### config.mk
export PLATFORM = sky130hd
export DESIGN_NAME = orps_top
export DESIGN_NICKNAME = d
export VERILOG_FILES = /design/src/logic/orps_pkg.sv /design/src/logic/orps_shift.sv /design/src/logic/orps_top.sv
export SDC_FILE = /design/constraint.sdc
export NUM_CORES = 1
export LEC_CHECK = 0
export ABC_AREA = 1
export BUFFER_PORTS_ARGS = -buffer_cell sky130_fd_sc_hd__buf_2
export CORE_ASPECT_RATIO = 1.1
export CORE_UTILIZATION = 40
export CTS_CLUSTER_SIZE = 30
export DETAILED_ROUTE_END_ITERATION = 6
export PLACE_DENSITY = 0.7
export SLEW_MARGIN = 5
export SYNTH_ARGS = -nofsm -noshare
export SYNTH_HDL_FRONTEND = slang
export SYNTH_SLANG_ARGS = --single-unit
export TNS_END_PERCENT = 50
### constraint.sdc
create_clock -name pclk -period 4.1 [get_ports pclk]
set_input_delay 0.41 -clock pclk [delete_from_list [all_inputs] [get_ports pclk]]
set_output_delay 0.41 -clock pclk [all_outputs]
set_load 0.01 [all_outputs]
### src/logic/orps_pkg.sv
// Package: constants and types for the display reset and state block
package orps_pkg;
  // Register byte offsets
  localparam logic [11:0] ORPS_CMD_OFF    = 12'h000;
  localparam logic [11:0] ORPS_STATE_OFF  = 12'h004;
  localparam logic [11:0] ORPS_CONTR_OFF  = 12'h008;
  localparam logic [11:0] ORPS_ADDR_OFF   = 12'h00C;
  localparam logic [11:0] ORPS_SHIFT_OFF  = 12'h010;
  localparam logic [11:0] ORPS_SERIAL_OFF = 12'h014;
  // Command codes
  localparam logic [7:0] ORPS_CMD_DISP_OFF  = 8'hAE;
  localparam logic [7:0] ORPS_CMD_DISP_ON   = 8'hAF;
  localparam logic [7:0] ORPS_CMD_NORMAL    = 8'hA4;
  localparam logic [7:0] ORPS_CMD_ALL_ON    = 8'hA5;
  localparam logic [7:0] ORPS_CMD_SEG_NORM  = 8'hA0;
  localparam logic [7:0] ORPS_CMD_SEG_REV   = 8'hA1;
  localparam logic [7:0] ORPS_CMD_COM_NORM  = 8'hC0;
  localparam logic [7:0] ORPS_CMD_COM_REV   = 8'hC8;
  // Reset values and counter limits
  localparam logic [7:0] ORPS_CONTRAST_RST  = 8'h7F;
  localparam logic [5:0] ORPS_MUX_RST       = 6'h3F;
  localparam logic [5:0] ORPS_START_RST     = 6'h00;
  localparam logic [6:0] ORPS_COL_RST       = 7'h00;
  localparam logic [6:0] ORPS_COL_MAX       = 7'h7F;
  localparam logic [7:0] ORPS_SHIFT_RST     = 8'h00;
  localparam logic [2:0] ORPS_BITCNT_RST    = 3'h0;
  localparam logic [2:0] ORPS_BITCNT_LAST   = 3'h7;
  // Display state fields in the state register
  localparam int ORPS_ST_ON_BIT   = 0;
  localparam int ORPS_ST_ALL_BIT  = 1;
  localparam int ORPS_ST_SEG_BIT  = 2;
  localparam int ORPS_ST_COM_BIT  = 3;
  localparam int ORPS_ST_MUX_LSB  = 8;
  localparam int ORPS_ST_STL_LSB  = 16;

  typedef struct packed {
    logic       disp_on;
    logic       all_on;
    logic       seg_rev;
    logic       com_rev;
    logic [5:0] mux;
    logic [5:0] start_line;
    logic [7:0] contrast;
    logic [6:0] column;
  } orps_state_t;

  localparam orps_state_t ORPS_STATE_RST = '{
    disp_on: 1'b0, all_on: 1'b0, seg_rev: 1'b0, com_rev: 1'b0,
    mux: ORPS_MUX_RST, start_line: ORPS_START_RST,
    contrast: ORPS_CONTRAST_RST, column: ORPS_COL_RST};
endpackage : orps_pkg

### src/logic/orps_shift.sv
// Serial input shift register, cleared by reset
`timescale 1ns/1ps
`default_nettype none
module orps_shift
  import orps_pkg::*;
(
  input  wire logic       pclk,
  input  wire logic       presetn,
  input  wire logic       sclk_rise,
  input  wire logic       sdin,
  output logic [7:0]      byte_data,
  output logic            byte_valid
);
  logic [7:0] shift_q, shift_d;
  logic [2:0] cnt_q, cnt_d;
  logic [7:0] byte_q, byte_d;
  logic       vld_q, vld_d;

  always_comb begin
    shift_d = shift_q;
    cnt_d   = cnt_q;
    byte_d  = byte_q;
    vld_d   = 1'b0;
    if (sclk_rise) begin
      shift_d = {shift_q[6:0], sdin};
      cnt_d   = cnt_q + 3'h1;
      if (cnt_q == ORPS_BITCNT_LAST) begin
        byte_d = {shift_q[6:0], sdin};
        vld_d  = 1'b1;
      end
    end
  end

  always_ff @(posedge pclk or negedge presetn) begin
    if (!presetn) begin
      shift_q <= ORPS_SHIFT_RST;
      cnt_q   <= ORPS_BITCNT_RST;
      byte_q  <= ORPS_SHIFT_RST;
      vld_q   <= 1'b0;
    end else begin
      shift_q <= shift_d;
      cnt_q   <= cnt_d;
      byte_q  <= byte_d;
      vld_q   <= vld_d;
    end
  end

  assign byte_data  = byte_q;
  assign byte_valid = vld_q;
endmodule : orps_shift
`default_nettype wire

### src/logic/orps_top.sv
// Display driver state block: reset defaults, commands, APB registers
`timescale 1ns/1ps
`default_nettype none
module orps_top
  import orps_pkg::*;
(
  input  wire logic        pclk,
  input  wire logic        presetn,
  input  wire logic        psel,
  input  wire logic        penable,
  input  wire logic        pwrite,
  input  wire logic [11:0] paddr,
  input  wire logic [31:0] pwdata,
  input  wire logic [3:0]  pstrb,
  output logic [31:0]      prdata,
  output logic             pready,
  output logic             pslverr,
  input  wire logic        serial_clk,
  input  wire logic        serial_din,
  output logic             panel_on,
  output logic             all_pixels_on,
  output logic             first_segment_driver_rev,
  output logic             first_common_driver_rev,
  output logic [5:0]       mux_ratio,
  output logic [5:0]       start_line,
  output logic [7:0]       contrast,
  output logic [6:0]       column_addr
);
  orps_state_t st_q, st_d;
  logic [31:0] rdata_q, rdata_d;
  logic        err_q, err_d;
  logic [1:0]  sclk_sync_q, sclk_sync_d;
  logic        sclk_prev_q, sclk_prev_d;
  logic [1:0]  sdin_sync_q, sdin_sync_d;
  logic        sclk_rise;
  logic [7:0]  ser_byte;
  logic        ser_valid;
  logic        apb_acc;
  logic        apb_wr;
  logic        cmd_wr;
  logic        data_wr;
  logic        mapped;
  logic [7:0]  cmd_byte;

  // Pin synchronisers and edge detect on second stage only
  always_comb begin
    sclk_sync_d = {sclk_sync_q[0], serial_clk};
    sdin_sync_d = {sdin_sync_q[0], serial_din};
    sclk_prev_d = sclk_sync_q[1];
  end
  assign sclk_rise = sclk_sync_q[1] & ~sclk_prev_q;

  always_ff @(posedge pclk or negedge presetn) begin
    if (!presetn) begin
      sclk_sync_q <= 2'h0;
      sdin_sync_q <= 2'h0;
      sclk_prev_q <= 1'b0;
    end else begin
      sclk_sync_q <= sclk_sync_d;
      sdin_sync_q <= sdin_sync_d;
      sclk_prev_q <= sclk_prev_d;
    end
  end

  orps_shift u_shift (
    .pclk       (pclk),
    .presetn    (presetn),
    .sclk_rise  (sclk_rise),
    .sdin       (sdin_sync_q[1]),
    .byte_data  (ser_byte),
    .byte_valid (ser_valid)
  );

  assign apb_acc = psel & penable;
  assign apb_wr  = apb_acc & pwrite;
  always_comb begin
    unique case (paddr)
      ORPS_CMD_OFF, ORPS_STATE_OFF, ORPS_CONTR_OFF,
      ORPS_ADDR_OFF, ORPS_SHIFT_OFF, ORPS_SERIAL_OFF: mapped = 1'b1;
      default: mapped = 1'b0;
    endcase
  end
  assign cmd_wr  = apb_wr & (paddr == ORPS_CMD_OFF) & pstrb[0];
  assign data_wr = apb_wr & (paddr == ORPS_SERIAL_OFF) & pstrb[0];
  // APB command wins over a serial byte in the same cycle
  assign cmd_byte = cmd_wr ? pwdata[7:0] : ser_byte;

  // Display state next values
  always_comb begin
    st_d = st_q;
    if (cmd_wr || ser_valid) begin
      unique case (cmd_byte)
        ORPS_CMD_DISP_OFF: st_d.disp_on = 1'b0;
        ORPS_CMD_DISP_ON:  st_d.disp_on = 1'b1;
        ORPS_CMD_NORMAL:   st_d.all_on  = 1'b0;
        ORPS_CMD_ALL_ON:   st_d.all_on  = 1'b1;
        ORPS_CMD_SEG_NORM: st_d.seg_rev = 1'b0;
        ORPS_CMD_SEG_REV:  st_d.seg_rev = 1'b1;
        ORPS_CMD_COM_NORM: st_d.com_rev = 1'b0;
        ORPS_CMD_COM_REV:  st_d.com_rev = 1'b1;
        default: begin
          if (cmd_byte[7:6] == 2'h1) begin
            st_d.start_line = cmd_byte[5:0];
          end
        end
      endcase
    end
    if (apb_wr && paddr == ORPS_CONTR_OFF && pstrb[0]) begin
      st_d.contrast = pwdata[7:0];
    end
    if (apb_wr && paddr == ORPS_ADDR_OFF) begin
      if (pstrb[0]) begin
        st_d.column = pwdata[6:0];
      end
      if (pstrb[1]) begin
        st_d.mux = pwdata[13:8];
      end
    end
    if (data_wr) begin
      st_d.column = (st_q.column == ORPS_COL_MAX) ? ORPS_COL_RST
                                                  : st_q.column + 7'h01;
    end
  end

  // Defaults persist after release until commands or APB register writes change them
  always_ff @(posedge pclk or negedge presetn) begin
    if (!presetn) begin
      st_q <= ORPS_STATE_RST;
    end else begin
      st_q <= st_d;
    end
  end

  // APB read data and error
  always_comb begin
    rdata_d = 32'h0000_0000;
    err_d   = 1'b0;
    if (psel && !penable) begin
      err_d = ~mapped;
      unique case (paddr)
        ORPS_STATE_OFF: begin
          rdata_d[ORPS_ST_ON_BIT]  = st_q.disp_on;
          rdata_d[ORPS_ST_ALL_BIT] = st_q.all_on;
          rdata_d[ORPS_ST_SEG_BIT] = st_q.seg_rev;
          rdata_d[ORPS_ST_COM_BIT] = st_q.com_rev;
          rdata_d[ORPS_ST_MUX_LSB +: 6] = st_q.mux;
          rdata_d[ORPS_ST_STL_LSB +: 6] = st_q.start_line;
        end
        ORPS_CONTR_OFF: rdata_d[7:0] = st_q.contrast;
        ORPS_ADDR_OFF: begin
          rdata_d[6:0]  = st_q.column;
          rdata_d[13:8] = st_q.mux;
        end
        ORPS_SHIFT_OFF: rdata_d[7:0] = ser_byte;
        default: rdata_d = 32'h0000_0000;
      endcase
    end else if (apb_acc) begin
      rdata_d = rdata_q;
      err_d   = err_q;
    end
  end

  always_ff @(posedge pclk or negedge presetn) begin
    if (!presetn) begin
      rdata_q <= 32'h0000_0000;
      err_q   <= 1'b0;
    end else begin
      rdata_q <= rdata_d;
      err_q   <= err_d;
    end
  end

  assign pready  = 1'b1;
  assign prdata  = rdata_q;
  assign pslverr = err_q & apb_acc;

  assign panel_on                 = st_q.disp_on;
  assign all_pixels_on            = st_q.all_on;
  assign first_segment_driver_rev = st_q.seg_rev;
  assign first_common_driver_rev  = st_q.com_rev;
  assign mux_ratio                = st_q.mux;
  assign start_line               = st_q.start_line;
  assign contrast                 = st_q.contrast;
  assign column_addr              = st_q.column;
endmodule : orps_top
`default_nettype wire

==> results.py <==
metrics = {
    "timing": {
        "fin_skew_ns": 0.0194,
        "rsz0062_at_grt": "no",
        "maxSlewViolCount": 0,
        "period_share_pct": 51.3,
        "hold_violations": 0,
        "relSlewSlack_pct": 34.3,
        "min_period_ns": 2.10,
        "worstMarginPinSlew_ns": 0.982,
        "max_freq_ghz": 0.475,
        "setup_viol": 0,
        "setup_tns_ns": 0,
    },
    "logic_synthesis": {
        "yosysUniqueCellTypes": 36,
        "avgSynthCellArea_um2": 8.39,
        "ys_seq_elements": 76,
        "syn_inst": 464,
        "synth.cell_area_um2": 3890,
        "yosysWarnings": 0,
        "yosysSeqAreaShare_pct": 49.2,
    },
    "final_layout": {
        "num_antenna_cells": 0,
        "seq_area_um2": 1920,
        "layout_common_cells": "108 x nand2_1, 85 x buf_2, 69 x inv_1",
        "final_area_um2": 4550,
        "mostFrequentLayoutCell": "nand2_1",
        "area_growth_pct": 16.9,
        "multiInputGateArea_um2": 1580,
        "num-fill-cells": 917,
        "final_nets": 605,
        "layout-drive-gt1-share_pct": 25.4,
    },
    "critical_path": {
        "cp.required_ns": 4.37,
        "critPathMaxStageDelay_ns": 0.73,
        "cp_max_fo": 19,
        "rr_endpoint": "u_shift.byte_data[0]$_DFFE_PN0P_",
        "critPathCaptureType": "register",
        "crit_chain": "inv_1, nor2_1, nand2_1, inv_1, nand2_1, o21ai_0",
        "rr_worst_depth": 6,
        "worstPathArrival_ns": 2.37,
        "r2r_slack_ns": 2.00,
        "reg2reg_from": "sclk_sync_q[1]$_DFF_PN0_",
        "crit_slowest_cell": "nor2_1",
        "path_class": "register to register",
        "start_kind": "register",
        "critPathBufInv": 2,
        "cp_top_family": "simple AND/OR/NAND/NOR gates",
    },
    "placement": {
        "portBuffers": 86,
        "dp_hpwl_um": 6810,
        "dpl_cell_area_um2": 4350,
        "place_congestion": 0.925,
    },
    "global_routing": {
        "grt_use_total_pct": 18.9,
        "grt_start_max_net_pins": 77,
        "grt_pass1_vias": 3102,
        "grt_pass1_wl_um": 14700,
        "antenna_found_initial": 0,
        "grt-ovfl-total": 0,
    },
    "cts": {
        "hold_buffers": 0,
        "cts_buffers": 9,
        "cts.htree.levels": 3,
        "clk_latency_ns": 0.36,
        "cts_resized": 0,
        "cts.sinks": 76,
        "path_clk_slew_ns": 0.08,
        "root_buffer": "clkbuf_8",
        "cts_tree": "yes",
        "cts_setup_buffers": 0,
        "cts_buffer_depth": 2,
    },
    "power": {
        "p_leak_nw": 2.50,
        "comb_power_share_pct": 15.5,
        "powerDensity_nw_per_um2": 374,
        "irDropWorstVdd_uv": 190,
        "seqPwrFrac_pct": 49.7,
        "swShare_pct": 30.7,
        "p_int_mw": 1.18,
        "power_switching_mw": 0.523,
        "clock_power_share_pct": 34.8,
    },
    "drt": {
        "vias_per_cell": 5.03,
        "vias": 3363,
        "first_iter_violations": 279,
        "postRouteAntennaNets": 0,
        "drt_first_pass_iters": 5,
        "drc_errors": 0,
        "routed_wirelength_um": 9250,
        "post_drt_wl_per_cell_um": 13.8,
    },
    "job": {
        "maxCapViolCount": 0,
    },
    "min_path": {
        "hold_end": "sclk_sync_q[0]$_DFF_PN0_",
        "whs_path_depth": 1,
        "holdCritStartpoint": "serial_clk",
        "hp-class": "input port to register",
    },
    "run_status": {
        "status": "finished clean",
    },
    "floorplanning": {
        "rows": 37,
        "fp.dieH_um": 105,
        "coreArea_um2": 9400,
        "floorplan.die_area_um2": 10100,
        "fp.dieW_um": 96.1,
        "start_util_pct": 41.4,
        "ioPinCount": 120,
    },
}
[how the worst max path moves through the flow]
| stage | start | end | slack (ns) | depth (start not counted) |
|---|---|---|---|---|
| after floorplan | paddr[7] | all_pixels_on$_DFFE_PN0P_ | 2.44 | 11 |
| after global placement | paddr[7] | start_line[3]$_DFFE_PN0P_ | 1.84 | 9 |
| after detailed placement | paddr[7] | start_line[5]$_DFFE_PN0P_ | 1.74 | 9 |
| after CTS | sclk_sync_q[1]$_DFF_PN0_ | u_shift.byte_data[0]$_DFFE_PN0P_ | 1.95 | 6 |
| after global routing | sclk_sync_q[1]$_DFF_PN0_ | u_shift.byte_data[0]$_DFFE_PN0P_ | 1.62 | 6 |
| final | sclk_sync_q[1]$_DFF_PN0_ | u_shift.byte_data[0]$_DFFE_PN0P_ | 2.00 | 6 |
[per-layer routing]
layer / share of wire [%] / GRT usage, % / vias to the layer above
li1: - / - / 1640
met1: 41 / 23.5 / 1548
met2: 50 / 30.9 / 153
met3: 6.8 / 3.54 / 22
met4: 2.3 / 9.38 / 0
met5: 0 / 0 / -
[flip-flops by register name (all words and copies together), names as in the netlist, 3 cells and up]
signal             flops
u_shift.shift_q        7
u_shift.cnt_q          3
prdata                20
mux_ratio              6
u_shift.byte_data      8
contrast               8
start_line             6
column_addr            7
[final cells by class]
class                      count  area share [%]
timing repair buffer          87            9.67
multi-input combinational    302            34.6
tap                          117            3.22
clock buffer                   9            2.72
sequential                    76            42.1
clock inverter                 7            1.79
inverter                      71            5.88
[per-stage QoR]
stage / power, mW / std cells / worst slack (ns) / hold WS, ns / util, %
2_1_floorplan: 1.04 / 475 / 2.44 / 0.114 / -
3_3_place_gp: 1.11 / 653 / 1.84 / 0.333 / 46.3
3_5_place_dp: 1.12 / 653 / 1.74 / 0.337 / 46.3
4_1_cts: 1.72 / 669 / 1.95 / 0.147 / 48.4
5_1_grt: 1.80 / 669 / 1.62 / 0.146 / 48.4
6_report: 1.70 / 669 / 2.00 / 0.161 / 48.4
[worst register-to-register path, delay by kind of cell, from the launching register on]
kind,cells,cell delay [ns]
AOI/OAI and AO/OA,1,0.08
DFF,1,0.35
and+or+nand+nor,3,1.31
buffers and inverters,2,0.29
[power by group through the flow]
stage               Combinational [mW]  Sequential [mW]  Clock (mW)
floorplan                        0.188            0.849           0
global placement                 0.252            0.858           0
detailed placement               0.261            0.861           0
CTS                              0.263            0.847       0.609
global route                     0.308            0.853       0.635
finish                           0.264            0.848       0.593
[cell usage after synthesis]
library cell / number / area (µm²)
buf_4: 16 / 120
nand2_1: 108 / 405
dfstp_2: 13 / 342
nor2_1: 32 / 120
a21oi_2: 1 / 8.76
nand4_1: 17 / 106
xnor2_1: 1 / 8.76
nand4_2: 1 / 12.5
o211ai_1: 2 / 15.0
dfrtp_1: 63 / 1580
buf_6: 2 / 22.5
ha_1: 3 / 37.5
a22o_1: 1 / 8.76
nor2_2: 5 / 31.3
o22ai_1: 13 / 81.3
o21ai_0: 39 / 195
clkinv_2: 1 / 5.00
buf_2: 2 / 10.0
nand2_2: 5 / 31.3
a32o_1: 6 / 60.1
inv_2: 1 / 3.75
clkbuf_1: 6 / 22.5
nand3_4: 1 / 17.5
o21ai_1: 6 / 30.0
conb_1: 2 / 7.51
inv_1: 69 / 259
nor3b_2: 1 / 12.5
xor2_1: 4 / 35.0
nor2_4: 2 / 22.5
nor3_1: 3 / 15.0
o21ai_2: 2 / 17.5
nor2_8: 1 / 20.0
a21oi_1: 9 / 45.0
mux2i_1: 8 / 80.1
nand3_1: 15 / 75.1
nand2_4: 3 / 33.8
[logic make-up (layout without fill, tap and decap cells)]
| logic type | after synthesis | count (layout) | share of synthesized area (%) |
|---|---|---|---|
| AOI/OAI and AO/OA | 79 | 79 | 11.9 |
| DFF | 76 | 76 | 49.2 |
| xor gates and xnor gates | 5 | 5 | 1.12 |
| and+or+nand+nor | 194 | 194 | 23.2 |
| adders and majority gates | 3 | 3 | 0.964 |
| muxes | 8 | 8 | 2.06 |
| other | 2 | 13 | 0.193 |
| buffers and inverters | 97 | 174 | 11.4 |
(Power assumes the default switching activity.)
